==> src/design/sadc_regs.vh <==
`ifndef SADC_REGS_VH
`define SADC_REGS_VH

// register byte offsets
`define SADC_OFF_CTRL      8'hd2
`define SADC_OFF_RES_HI    8'hd3
`define SADC_OFF_RES_LO    8'hd4
`define SADC_OFF_AIN_EN    8'hd5

// converter_control field positions
`define SADC_CTRL_START    0
`define SADC_CTRL_CLK_LO   1
`define SADC_CTRL_CLK_HI   2
`define SADC_CTRL_EOC      3
`define SADC_CTRL_CH_LO    4
`define SADC_CTRL_CH_HI    6

// reset values
`define SADC_CTRL_RST      8'h00
`define SADC_AIN_EN_RST    8'h00
`define SADC_RESULT_RST    10'h000

// successive approximation
`define SADC_RESULT_BITS   10
`define SADC_MID_SCALE     10'h200

// timing in conversion clocks
`define SADC_SETUP_CLKS    4'ha
`define SADC_EDGES_PER_BIT 4'h4
`define SADC_TOTAL_CLKS    50

// conversion clock select codes and divider terminal counts
`define SADC_CLK_DIV16     2'h0
`define SADC_CLK_DIV8      2'h1
`define SADC_CLK_DIV4      2'h2
`define SADC_CLK_DIV1      2'h3
`define SADC_TERM_DIV16    4'hf
`define SADC_TERM_DIV8     4'h7
`define SADC_TERM_DIV4     4'h3
`define SADC_TERM_DIV1     4'h0

`endif

==> src/design/sadc_sync.v <==
`timescale 1ns/1ns

// three-stage synchroniser; the output moves only when stages two and three agree
module sadc_sync (
	input  wire i_clk,
	input  wire i_rst,
	input  wire i_async,
	output reg  o_level
);

	reg meta_reg;
	reg s2_reg;
	reg s3_reg;

	always @(posedge i_clk or posedge i_rst) begin
		if (i_rst) begin
			meta_reg <= 1'b0;
			s2_reg   <= 1'b0;
			s3_reg   <= 1'b0;
			o_level  <= 1'b0;
		end else begin
			meta_reg <= i_async;
			s2_reg   <= meta_reg;
			s3_reg   <= s2_reg;
			if (s2_reg == s3_reg) begin
				o_level <= s3_reg;
			end
		end
	end

endmodule // sadc_sync

==> src/design/sadc_clkdiv.v <==
`timescale 1ns/1ns
`include "sadc_regs.vh"

// conversion clock as a one-cycle tick; held in reset while idle so the
// first tick of a conversion always comes a full period after the start
module sadc_clkdiv (
	input  wire       i_clk,
	input  wire       i_rst,
	input  wire       i_run,
	input  wire [1:0] i_sel,
	output reg        o_tick
);

	reg [3:0] cnt_reg;
	reg [3:0] term;

	always @* begin
		case (i_sel)
			`SADC_CLK_DIV16: term = `SADC_TERM_DIV16;
			`SADC_CLK_DIV8:  term = `SADC_TERM_DIV8;
			`SADC_CLK_DIV4:  term = `SADC_TERM_DIV4;
			default:         term = `SADC_TERM_DIV1;
		endcase
	end

	always @(posedge i_clk or posedge i_rst) begin
		if (i_rst) begin
			cnt_reg <= 4'h0;
			o_tick  <= 1'b0;
		end else if (!i_run) begin
			cnt_reg <= 4'h0;
			o_tick  <= 1'b0;
		end else if (cnt_reg >= term) begin
			cnt_reg <= 4'h0;
			o_tick  <= 1'b1;
		end else begin
			cnt_reg <= cnt_reg + 4'h1;
			o_tick  <= 1'b0;
		end
	end

endmodule // sadc_clkdiv

==> src/design/sadc_top.v <==
// Behaviour
// - bits 6:4 route one of eight inputs
// - writing bit 0 high starts conversion
// - approximation starts at 200h, refined per step
// - ten-bit result, one channel per conversion
// - on completion set bit 3, store result
// - converter idles after result until restarted
// - next completion overwrites result, read or not
// - ten set-up clocks, four per bit
// - bits 2:1 pick conversion clock divider
// - reset clears start bit
// - channel field writable any time
// - first trial compares against half reference
//
// Local design decision: strobed register access.
`timescale 1ns/1ns
`include "sadc_regs.vh"

module sadc_top (
	input  wire       i_clk,
	input  wire       i_rst,
	input  wire [7:0] i_addr,
	input  wire [7:0] i_wdata,
	input  wire       i_wr,
	input  wire       i_rd,
	input  wire       i_cmp_above,
	output reg  [7:0] o_rdata,
	output reg  [7:0] o_chan_sel,
	output reg  [9:0] o_dac_code,
	output reg  [7:0] o_ain_en,
	output reg        o_busy
);

	localparam [3:0] ST_IDLE  = 4'b0001;
	localparam [3:0] ST_SETUP = 4'b0010;
	localparam [3:0] ST_CONV  = 4'b0100;
	localparam [3:0] ST_LATCH = 4'b1000;

	function [7:0] onehot8;
		input [2:0] idx;
		begin
			onehot8 = 8'h01 << idx;
		end
	endfunction

	// channel field of a control byte; used for the software copy, the reset value and the start latch
	function [2:0] ctrl_chan;
		input [7:0] data;
		begin
			ctrl_chan = data[`SADC_CTRL_CH_HI:`SADC_CTRL_CH_LO];
		end
	endfunction

	// clock select field of a control byte
	function [1:0] ctrl_clk;
		input [7:0] data;
		begin
			ctrl_clk = data[`SADC_CTRL_CLK_HI:`SADC_CTRL_CLK_LO];
		end
	endfunction

	localparam [7:0] CTRL_RST = `SADC_CTRL_RST;

	reg  [3:0] state_reg;
	reg  [3:0] state_next;
	reg  [2:0] chan_reg;
	reg  [2:0] chan_act_reg;
	reg  [2:0] chan_act_next;
	reg  [1:0] clksel_reg;
	reg        start_reg;
	reg        start_next;
	reg        eoc_reg;
	reg        eoc_next;
	reg  [9:0] sar_reg;
	reg  [9:0] sar_next;
	reg  [9:0] trial_reg;
	reg  [9:0] trial_next;
	reg  [3:0] cnt_reg;
	reg  [3:0] cnt_next;
	reg  [9:0] result_reg;
	reg  [9:0] result_next;
	reg  [9:0] sar_kept;
	reg  [7:0] rdata_next;
	reg  [7:0] chan_sel_next;

	wire       conv_tick;
	wire       cmp_level;
	wire       wr_ctrl;
	wire       wr_ain;
	wire       is_idle;
	wire       start_req;
	wire       abort_req;

	assign wr_ctrl = i_wr && (i_addr == `SADC_OFF_CTRL);
	assign wr_ain  = i_wr && (i_addr == `SADC_OFF_AIN_EN);
	assign is_idle = state_reg[0];
	assign start_req = wr_ctrl && i_wdata[`SADC_CTRL_START];
	// no abort in the latch cycle: the result is already decided there and is kept
	assign abort_req = !is_idle && !state_reg[3] && wr_ctrl && !i_wdata[`SADC_CTRL_START];

	// the comparator settles on the analog side, so it is treated as asynchronous
	sadc_sync u_cmp_sync (
		.i_clk   (i_clk),
		.i_rst   (i_rst),
		.i_async (i_cmp_above),
		.o_level (cmp_level)
	);

	sadc_clkdiv u_clkdiv (
		.i_clk  (i_clk),
		.i_rst  (i_rst),
		.i_run  (!is_idle),
		.i_sel  (clksel_reg),
		.o_tick (conv_tick)
	);

	// software-owned fields; channel and clock select may change at any time
	always @(posedge i_clk or posedge i_rst) begin
		if (i_rst) begin
			chan_reg   <= ctrl_chan(CTRL_RST);
			clksel_reg <= ctrl_clk(CTRL_RST);
			o_ain_en   <= `SADC_AIN_EN_RST;
		end else begin
			if (wr_ctrl) begin
				chan_reg   <= ctrl_chan(i_wdata);
				clksel_reg <= ctrl_clk(i_wdata);
			end
			if (wr_ain) begin
				o_ain_en <= i_wdata;
			end
		end
	end

	// approximation step: drop the trial bit when the input sits below the dac level
	always @* begin
		sar_kept = sar_reg;
		if (!cmp_level) begin
			sar_kept = sar_reg & ~trial_reg;
		end
	end

	always @* begin
		state_next    = state_reg;
		start_next    = start_reg;
		eoc_next      = eoc_reg;
		sar_next      = sar_reg;
		trial_next    = trial_reg;
		cnt_next      = cnt_reg;
		result_next   = result_reg;
		chan_act_next = chan_act_reg;
		case (state_reg)
			ST_IDLE: begin
				if (wr_ctrl) begin
					start_next = i_wdata[`SADC_CTRL_START];
				end
				if (start_req) begin
					state_next    = ST_SETUP;
					eoc_next      = 1'b0;
					sar_next      = `SADC_MID_SCALE;
					trial_next    = `SADC_MID_SCALE;
					cnt_next      = 4'h0;
					chan_act_next = ctrl_chan(i_wdata);
				end
			end
			ST_SETUP: begin
				if (conv_tick) begin
					if (cnt_reg == `SADC_SETUP_CLKS - 4'h1) begin
						cnt_next   = 4'h0;
						state_next = ST_CONV;
					end else begin
						cnt_next = cnt_reg + 4'h1;
					end
				end
			end
			ST_CONV: begin
				if (conv_tick) begin
					if (cnt_reg == `SADC_EDGES_PER_BIT - 4'h1) begin
						cnt_next = 4'h0;
						if (trial_reg[0]) begin
							sar_next   = sar_kept;
							state_next = ST_LATCH;
						end else begin
							trial_next = trial_reg >> 1;
							sar_next   = sar_kept | (trial_reg >> 1);
						end
					end else begin
						cnt_next = cnt_reg + 4'h1;
					end
				end
			end
			ST_LATCH: begin
				result_next = sar_reg;
				eoc_next    = 1'b1;
				start_next  = 1'b0;
				state_next  = ST_IDLE;
			end
			default: begin
				state_next = ST_IDLE;
				start_next = 1'b0;
			end
		endcase
		// clearing the start bit mid-conversion abandons it without a result
		if (abort_req) begin
			state_next = ST_IDLE;
			start_next = 1'b0;
			cnt_next   = 4'h0;
		end
	end

	always @(posedge i_clk or posedge i_rst) begin
		if (i_rst) begin
			state_reg    <= ST_IDLE;
			start_reg    <= 1'b0;
			eoc_reg      <= 1'b0;
			sar_reg      <= `SADC_RESULT_RST;
			trial_reg    <= `SADC_RESULT_RST;
			cnt_reg      <= 4'h0;
			result_reg   <= `SADC_RESULT_RST;
			chan_act_reg <= 3'h0;
		end else begin
			state_reg    <= state_next;
			start_reg    <= start_next;
			eoc_reg      <= eoc_next;
			sar_reg      <= sar_next;
			trial_reg    <= trial_next;
			cnt_reg      <= cnt_next;
			result_reg   <= result_next;
			chan_act_reg <= chan_act_next;
		end
	end

	// during a conversion the mux holds the channel taken at the start
	always @* begin
		if (is_idle && !start_req) begin
			chan_sel_next = onehot8(chan_reg);
		end else begin
			chan_sel_next = onehot8(chan_act_next);
		end
	end

	always @* begin
		rdata_next = 8'h00;
		if (i_rd) begin
			case (i_addr)
				`SADC_OFF_CTRL:   rdata_next = {1'b0, chan_reg, eoc_reg, clksel_reg, start_reg};
				`SADC_OFF_RES_HI: rdata_next = result_reg[9:2];
				`SADC_OFF_RES_LO: rdata_next = {6'h00, result_reg[1:0]};
				`SADC_OFF_AIN_EN: rdata_next = o_ain_en;
				default:          rdata_next = 8'h00;
			endcase
		end
	end

	always @(posedge i_clk or posedge i_rst) begin
		if (i_rst) begin
			o_rdata    <= 8'h00;
			o_chan_sel <= 8'h01;
			o_dac_code <= `SADC_RESULT_RST;
			o_busy     <= 1'b0;
		end else begin
			o_rdata    <= rdata_next;
			o_chan_sel <= chan_sel_next;
			o_dac_code <= sar_next;
			o_busy     <= !state_next[0];
		end
	end

endmodule // sadc_top

==> config.mk <==
export PLATFORM = sky130hd
export DESIGN_NAME = sadc_top
export DESIGN_NICKNAME = d
export VERILOG_FILES = /design/src/design/sadc_sync.v /design/src/design/sadc_clkdiv.v /design/src/design/sadc_top.v
export VERILOG_INCLUDE_DIRS = /design/src /design/src/design
export SDC_FILE = /design/constraint.sdc
export NUM_CORES = 1
export LEC_CHECK = 0
export BUFFER_PORTS_ARGS = -buffer_cell sky130_fd_sc_hd__buf_4
export CORE_MARGIN = 2
export CORE_UTILIZATION = 50
export CTS_CLUSTER_SIZE = 12
export DETAILED_ROUTE_END_ITERATION = 10
export MAX_ROUTING_LAYER = met4
export PLACE_DENSITY = 0.72
export SLEW_MARGIN = 10
export SYNTH_ARGS = -nofsm -noshare
export SYNTH_HDL_FRONTEND = slang
export SYNTH_SLANG_ARGS = --single-unit
==> constraint.sdc <==
create_clock -name i_clk -period 2.61 [get_ports i_clk]
set_input_delay 0.261 -clock i_clk [delete_from_list [all_inputs] [get_ports i_clk]]
set_output_delay 0.261 -clock i_clk [all_outputs]
set_load 0.05 [all_outputs]
After elaboration in Yosys (flattened, before gate mapping)
Cells that the tools add are included.
{"block": "word_totals", "regBits": 82, "elab_cells": 118}
{"block": "classes", "addsub": 2, "magnitude_cmp": 1, "n_eq_ne": 25, "n_shift": 2, "mux": 40, "bitwise_logic": 3, "reduce_logical": 23}
{"op": "$mux 10", "count": 8}
{"op": "$mux 4", "count": 15}
{"op": "$pmux 10 s2", "count": 2}
{"op": "$pmux 4 s3", "count": 3}
{"op": "$eq 8x8->1 const B", "count": 4}
{"op": "$pmux 8 s4", "count": 1}
{"op": "$mux 8", "count": 2}
{"op": "$shl 1x3->8 const A", "count": 2}
{"op": "$ne 3x3->1 const B", "count": 5}
{"op": "$and 10x10->10", "count": 1}
{"op": "$not 10->10", "count": 1}
{"op": "$or 10x9->10", "count": 1}
{"op": "$add 4x1->4 const B", "count": 2}
{"op": "$eq 4x2->1 const B", "count": 2}
{"op": "$eq 4x4->1 const B", "count": 2}
{"op": "$reduce_and 4->1", "count": 2}
{"op": "$logic_and 1x1->1", "count": 7}
{"op": "$mux 3", "count": 2}
{"op": "$ne 2x2->1 const B", "count": 3}
{"op": "$ne 3x2->1 const B", "count": 2}
{"op": "$reduce_and 6->1", "count": 1}
{"op": "$logic_not 1->1", "count": 5}
{"op": "$mux 1", "count": 5}
{"op": "$reduce_and 5->1", "count": 1}
{"op": "13 further kinds", "count": 17}

Longest topological paths before layout
Gate-level depths: netlist (run 1).
{"block": "logic_depth", "word_depth": 8, "mapped_depth": 7}

Modules after synthesis
From an unflattened synthesis (run 1), not the netlist that was laid out.
{"block": "unflattened", "hier_cells": 337, "area_unflattened_um2": 3814.9}
{"module": "sadc_top", "n_inst": 1, "cells_per_inst": 304, "area_per_inst_um2": 3413.3, "seq_area_each_um2": 1829.3}
{"module": "sadc_clkdiv", "n_inst": 1, "cells_per_inst": 27, "area_per_inst_um2": 286.5, "seq_area_each_um2": 125.1}
{"module": "sadc_sync", "n_inst": 1, "cells_per_inst": 6, "area_per_inst_um2": 115.1, "seq_area_each_um2": 100.1}

Worst setup path before layout (run 1)
Ideal clock, no wire load.
{"block": "synth_path", "kind": "register to register", "from": "reg state_reg[0]", "to": "reg trial_reg[1]", "t_arrival_ps": 2489, "t_required_ps": 2489, "setup_slack_ps": 0, "stages_incl_launch_ff": 8, "path_buffers": 2, "period_less_slack_ps": 2610, "cell_sequence": "dfstp_2 buf_4 or4b_4 or4_4 buf_6 a211oi_4 nor2_1 a22o_1"}
{"block": "synth_between", "elab_chain_cells": 3, "elab_cells_between_ends": 9}
{"element": "from (decl)", "line_no": "sadc_top.v:64", "rtl": "reg [3:0] state_reg;"}
{"element": "from (signal assigned)", "line_no": "sadc_top.v:221", "rtl": "state_reg <= state_next;"}
{"element": "$eq 4x3->1 / $eq 4x1->1 (equally long branches)"}
{"element": "$ne 2x2->1 (no source line), or another cell as far along"}
{"element": "$reduce_and 5->1 (no source line)"}
{"element": "to (signal assigned)", "line_no": "sadc_top.v:216", "rtl": "trial_reg <= `SADC_RESULT_RST;"}
{"element": "to (signal assigned)", "line_no": "sadc_top.v:225", "rtl": "trial_reg <= trial_next;"}
{"element": "to (decl)", "line_no": "sadc_top.v:76", "rtl": "reg [9:0] trial_reg;"}
Parallel ways exist; a longest one is shown, timed or not.
A chain may end at the register's enable or synchronous reset.

Worst setup path in the final report (run 1)
{"block": "layout_path", "from": "reg state_reg[0]", "to": "reg o_chan_sel[0]"}
{"block": "layout_between", "elab_chain_cells": 4, "elab_cells_between_ends": 5}
{"element": "$eq 4x1->1"}
{"element": "$mux 3", "line_no": "sadc_top.v:151", "rtl": "case (state_reg)"}
{"element": "via chan_act_next[0]", "line_no": "sadc_top.v:68", "rtl": "reg [2:0] chan_act_next;"}
{"element": "$shl 1x3->8", "line_no": "sadc_top.v:42", "rtl": "onehot8 = 8'h01 << idx;"}
{"element": "$mux 8", "line_no": "sadc_top.v:234", "rtl": "if (is_idle && !start_req) begin"}
{"element": "via chan_sel_next[0]", "line_no": "sadc_top.v:84", "rtl": "reg [7:0] chan_sel_next;"}
{"element": "to (signal assigned)", "line_no": "sadc_top.v:262", "rtl": "o_chan_sel <= chan_sel_next;"}
{"element": "to (decl)", "line_no": "sadc_top.v:28", "rtl": "output reg [7:0] o_chan_sel,"}
The timed path passes the listed nets, and every way through them passes these cells.

==> flow_summary.ini, run 1 <==
[clocking]
cts_made_buffers = 9
cts_root_buf = clkbuf_8
cts_tree = yes
postCtsSetupBuffers = 0
insertion_delay_ns = 0.36
clock-sinks = 82
clockBufferDepth = 2
cts_htree_levels = 3
clk_pin_slew_ns = 0.09

[setup_path]
cp_common_cell = mux2_4
required_ns = 2.89
crit_family = simple AND/OR/NAND/NOR gates
worstPathMaxFanout = 9
cp.arrival_ns = 2.77
slowest_delay_ns = 0.56
path_cells = or4b_4, or4_4, mux2_4, mux2_4, nor3_1
r2r-end = o_chan_sel[0]
r2r-start = state_reg[0]
startpoint_type = register
r2r_cells = 5
rrSetupSlack_ns = 0.12
cp-end-kind = register
worst_path_max_delay_cell = or4_4
critPathKind = register to register
crit_buf_inv = 0

[logic_synthesis]
syn_inst = 295
yosys.area.top_type = dfrtp_1
seq_area_frac_synth_pct = 57.0
syn_avg_cell_area_um2 = 12.2
synthArstFlopShare_pct = 100
syn_nets = 323
synthTopCellsByArea = dfrtp_1, mux2_2, nand2_1
ys.flop_type = dfrtp_1
ys_warn_count = 0
synth_area_um2 = 3600
synth-seq-cells = 82
synth_edf_count = 0
ys_types = 50
yosysTopAreaCellShare_pct = 55.6

[detailed_routing]
drtPass1Iterations = 4
detail-route-antenna-nets = 0
vias = 2638
wl_per_cell_um = 16.5
wl_um = 7710
drt_first_iter_violations = 266
viasPerCell = 5.65
post-route-drc-count = 0

[placement]
port_buffers = 55
dp_hpwl_um = 5390
gp_congestion = 0.884

[min_path]
hold_path.class = input port to asynchronous set/reset pin

[layout]
nets = 394
n_antenna_cell = 0
final_util_pct = 64.6
nFillCells = 544
drive_gt1_share_pct = 35.0
mostFrequentLayoutCell = dfrtp_1
multiInputGateArea_um2 = 1470
final-seq-area_um2 = 2050
area_delta_synth_final_pct = 23.2
final_cell_mix = dfrtp_1, buf_4, mux2_2

[global_route]
grt_overflow = 0
grt_pass1_wl_um = 12400
grt_pass1_vias = 2466
antenna_found_initial = 0
track_usage_pct = 21.8
grt_start_max_net_pins = 83

[floorplanning]
row_count = 30
initial_utilization_pct = 52.4
die_area_um2 = 7900
die_x_um = 88.9
die_h_um = 88.9
core_um2 = 6870
io_pins = 56

[outcome]
status = complete, but fails checks
violations = negative hold slack

[timing]
setup_viol = 0
setup_tns_ns = 0
slew_headroom_pct = 58.7
timing.hold.ws_ns = -0.00617
fin_worst_skew_ns = 0.0118
worst_pin_slew_ns = 0.613
drv_slew = 0
max_freq_ghz = 0.402
finalCritPeriodShare_pct = 95.4
final-hold-violation-count = 13
finalCriticalPeriod_ns = 2.49
rsz0062_at_grt = no

[power_and_ir_drop]
leakage_nw = 2.16
finalPower_mw = 2.45
vdd_drop_max_mv = 0.292
power_density_nw_per_um2 = 553

[flow_run]
maxCapViolations = 0
-- routing by layer --
metal | vias up | track usage, % | routed length [um]
li1 | 1228 | - | -
met2 | 88 | 30.7 | 3460
met5 | - | - | 0
met3 | 9 | 4.01 | 428
met4 | 0 | 8.95 | 91
met1 | 1313 | 31.2 | 3740
-- cell usage after synthesis (all sizes together) (4+ instances only) --
master  count
dfrtp      80
mux2       34
nand2      28
nor2       13
inv        10
nor3       10
a22o        8
a22oi       8
a32o        8
nand3       8
a21oi       7
clkbuf      7
ha          7
o21ai       7
a211oi      6
and2        6
a21o        4
-- through the flow --
stage	setup WS, ns	area (um2)	instances
CTS	0.0187	4430	466
finish	0.120	4440	467
floorplan	0.000182	3600	295
global route	0.0459	4440	467
global placement	0.0861	4220	450
detailed placement	0.0301	4220	450
-- repair_timing --
action	in CTS	in global routing
endpoints found under the hold margin	0	1
hold buffers	0	1
resized for setup	0	0
endpoints found under the setup margin	0	6
-- tightest hold or removal path, delay by kind of cell --
family	cells	cell delay (ns)
buffers and inverters	3	0.51
-- cells by family (layout without fill, tap and decap cells) --
group / after synthesis / in the layout / synth area share, %
simple gates: 92 / 92 / 13.7
flops: 82 / 82 / 57.0
compound gates: 54 / 54 / 11.7
mux: 37 / 37 / 12.0
buf+inv: 20 / 96 / 2.43
fa+ha+maj: 8 / 8 / 2.71
xor+xnor: 2 / 2 / 0.486
-- worst max-delay path by stage --
stage	start	end	slack, ns	depth (start not counted)
global placement	state_reg[0]	o_chan_sel[6]	0.09	5
CTS	state_reg[0]	o_chan_sel[0]	0.02	5
global route	state_reg[0]	o_chan_sel[0]	0.05	5
floorplan	state_reg[0]	trial_reg[1]	0.0002	7
finish	state_reg[0]	o_chan_sel[0]	0.12	5
detailed placement	state_reg[0]	o_chan_sel[0]	0.03	5
-- power by group --
group / leakage [nW] / internal, mW / switching, mW / total (mW)
combinational: 0.964 / 0.0723 / 0.114 / 0.186
clock: 0.0971 / 0.478 / 0.471 / 0.948
sequential: 1.10 / 1.30 / 0.0222 / 1.32
total: 2.16 / 1.85 / 0.607 / 2.45
-- area by class of cell --
| cell class | instances | area share [%] |
|---|---|---|
| Sequential cell | 82 | 46.3 |
| Multi-Input combinational cell | 193 | 33.2 |
| Timing Repair Buffer | 70 | 12.2 |
| Clock buffer | 10 | 3.10 |
| Tap cell | 96 | 2.71 |
| Clock inverter | 6 | 1.64 |
| Inverter | 10 | 0.874 |
(Power assumes the default switching activity.)
==> inputs of run 2 (changes only) <==
--- a/config.mk
+++ b/config.mk
@@ -8,11 +8,11 @@
 export LEC_CHECK = 0
 export BUFFER_PORTS_ARGS = -buffer_cell sky130_fd_sc_hd__buf_4
 export CORE_MARGIN = 2
-export CORE_UTILIZATION = 50
+export CORE_UTILIZATION = 51
 export CTS_CLUSTER_SIZE = 12
 export DETAILED_ROUTE_END_ITERATION = 10
 export MAX_ROUTING_LAYER = met4
-export PLACE_DENSITY = 0.72
+export PLACE_DENSITY = 0.84
 export SLEW_MARGIN = 10
 export SYNTH_ARGS = -nofsm -noshare
 export SYNTH_HDL_FRONTEND = slang
==> run 2 against run 1 <==
  * The run still ends with negative hold slack left
  * Count of clock-buffer cells in the layout rose by 2
  * Utilization shrank 0.085 points
  * Sequential share of layout area is 0.32 points higher
  * Hold slack better by 0.0030 ns
  * Wire length down 0.19%
  * Power decreased by 4.3%
  * Largest power group unchanged
  * Cell area shrank 0.68%
  * First-iteration DRC count fell by 47%
  * Via count up 0.72%
  * Global-route usage grew 0.60 points
  * Clock power fell by 11%
  * Cell count decreased by 0.21%
==> flow_summary.ini, run 2 (synthesis gave the netlist of run 1 again) <==
[global_route]
met3_usage_pct = 4.62
use_met1_pct = 28.7
grt.busiest_layer = met2
track_usage_pct = 22.4
met2_usage_pct = 36.2
grt_pass1_wl_um = 12800
grt_overflow = 0
antenna_found_initial = 0
grt_start_max_net_pins = 43
grt_pass1_vias = 2654

[placement]
gp_congestion = 0.827
dp_slack_ns = 0.0429
dp_hpwl_um = 5610
dpl.cell_count = 450
port_buffers = 55

[setup_path]
worstPathMaxFanout = 9
cp-end-kind = register
required_ns = 2.87
critPathKind = register to register
startpoint_type = register
cp.arrival_ns = 2.74

[layout]
nFillCells = 551
mostFrequentLayoutCell = dfrtp_1
area_delta_synth_final_pct = 22.3
nets = 394
final_util_pct = 64.5
n_antenna_cell = 0
final_cell_mix = dfrtp_1, buf_4, mux2_2
final_cells = 466
drive_gt1_share_pct = 34.6

[floorplanning]
core_um2 = 6830
die_h_um = 88.0
io_pins = 56
die_area_um2 = 7750
die_x_um = 88.0
initial_utilization_pct = 52.7
row_count = 30

[power_and_ir_drop]
pwr-share-clk_pct = 35.9
vdd_drop_max_mv = 0.445
leakage_nw = 2.15
power.switching_mw = 0.583
power_frac_comb_pct = 7.9
p_sw_share_pct = 24.8
pwr-share-seq_pct = 56.2
intPower_mw = 1.77
power_density_nw_per_um2 = 533

[clocking]
ctsResizeCount = 0
postCtsSetupBuffers = 0
cts_root_buf = clkbuf_8
clock-sinks = 82
insertion_delay_ns = 0.36
clockBufferDepth = 2
cts_tree = yes
cts_made_buffers = 9
cts_htree_levels = 3
clk_pin_slew_ns = 0.08

[flow_run]
maxCapViolations = 0

[detailed_routing]
detail-route-antenna-nets = 0
post-route-drc-count = 0
drt_first_iter_violations = 141
vias = 2657
wl_um = 7700
drtPass1Iterations = 4
viasPerCell = 5.70
wl_per_cell_um = 16.5

[timing]
setup_ws_ns = 0.130
timing.hold.ws_ns = -0.00320
rsz0062_at_grt = no
finalCritPeriodShare_pct = 95.0
max_freq_ghz = 0.403
drv_slew = 0
finalCriticalPeriod_ns = 2.48
fin_worst_skew_ns = 0.0117
final-hold-violation-count = 6
slew_headroom_pct = 52.9
setup_viol = 0
setup_tns_ns = 0
worst_pin_slew_ns = 0.706

[outcome]
violations = negative hold slack
status = complete, but fails checks

[min_path]
hold_path.class = input port to asynchronous set/reset pin
## run 2: final cells by class
type | count | area, um2 | area share (%)
multi-input combinational | 193 | 1470 | 33.4
clock buffer | 12 | 155 | 3.52
inverter | 10 | 38.8 | 0.880
clock inverter | 3 | 25.0 | 0.568
tap | 96 | 120 | 2.73
sequential | 82 | 2050 | 46.6
timing repair buffer | 70 | 541 | 12.3
## run 2: worst paths after layout
| kind | slack, ns | cells past startpoint | to | start |
|---|---|---|---|---|
| worst min register to register | 0.36 | 0 | u_cmp_sync.s2_reg | u_cmp_sync.meta_reg |
| worst max-delay path | 0.13 | 5 | o_chan_sel[3] | state_reg[0] |
| worst min-delay path | -0.003 | 2 | o_rdata[6] | i_rst |
| worst max register to register | 0.13 | 5 | o_chan_sel[3] | state_reg[0] |
| min in group i_clk | 0.13 | 2 | o_ain_en[3] | i_wdata[3] |
| max in group asynchronous | 1.97 | 3 | o_ain_en[7] | i_rst |
## run 2: critical path, cell delays in order (launching register included)
cell and delay, ns:
dfstp_2 0.53, or4b_4 0.46, or4_4 0.55, mux2_4 0.35
mux2_2 0.31, nor3_1 0.19
## run 2: stage by stage
step	area, um2	power [mW]
finish	4410	2.35
global route	4410	2.44
CTS	4400	2.36
detailed placement	4220	1.53
global placement	4220	1.52
floorplan	3600	1.46
## run 2: layer usage
layer	wire length, um	part of all wire (%)	vias up
met1	3340	43	1356
met4	85	1.1	0
met2	3930	51	65
li1	-	-	1227
met3	341	4.4	9
met5	0	0	-
## run 2: power by group through the flow
| stage | combinational (mW) | clock (mW) | sequential, mW |
|---|---|---|---|
| 2_1_floorplan | 0.0747 | 0 | 1.38 |
| 3_3_place_gp | 0.180 | 0 | 1.34 |
| 3_5_place_dp | 0.186 | 0 | 1.35 |
| 4_1_cts | 0.186 | 0.850 | 1.32 |
| 5_1_grt | 0.204 | 0.914 | 1.32 |
| 6_report | 0.186 | 0.842 | 1.32 |
## run 2: timing repair
item | 4_1_cts | 5_1_grt
hold buffers | 0 | 1
setup endpoints to repair | 0 | 6
endpoints found under the hold margin | 0 | 1
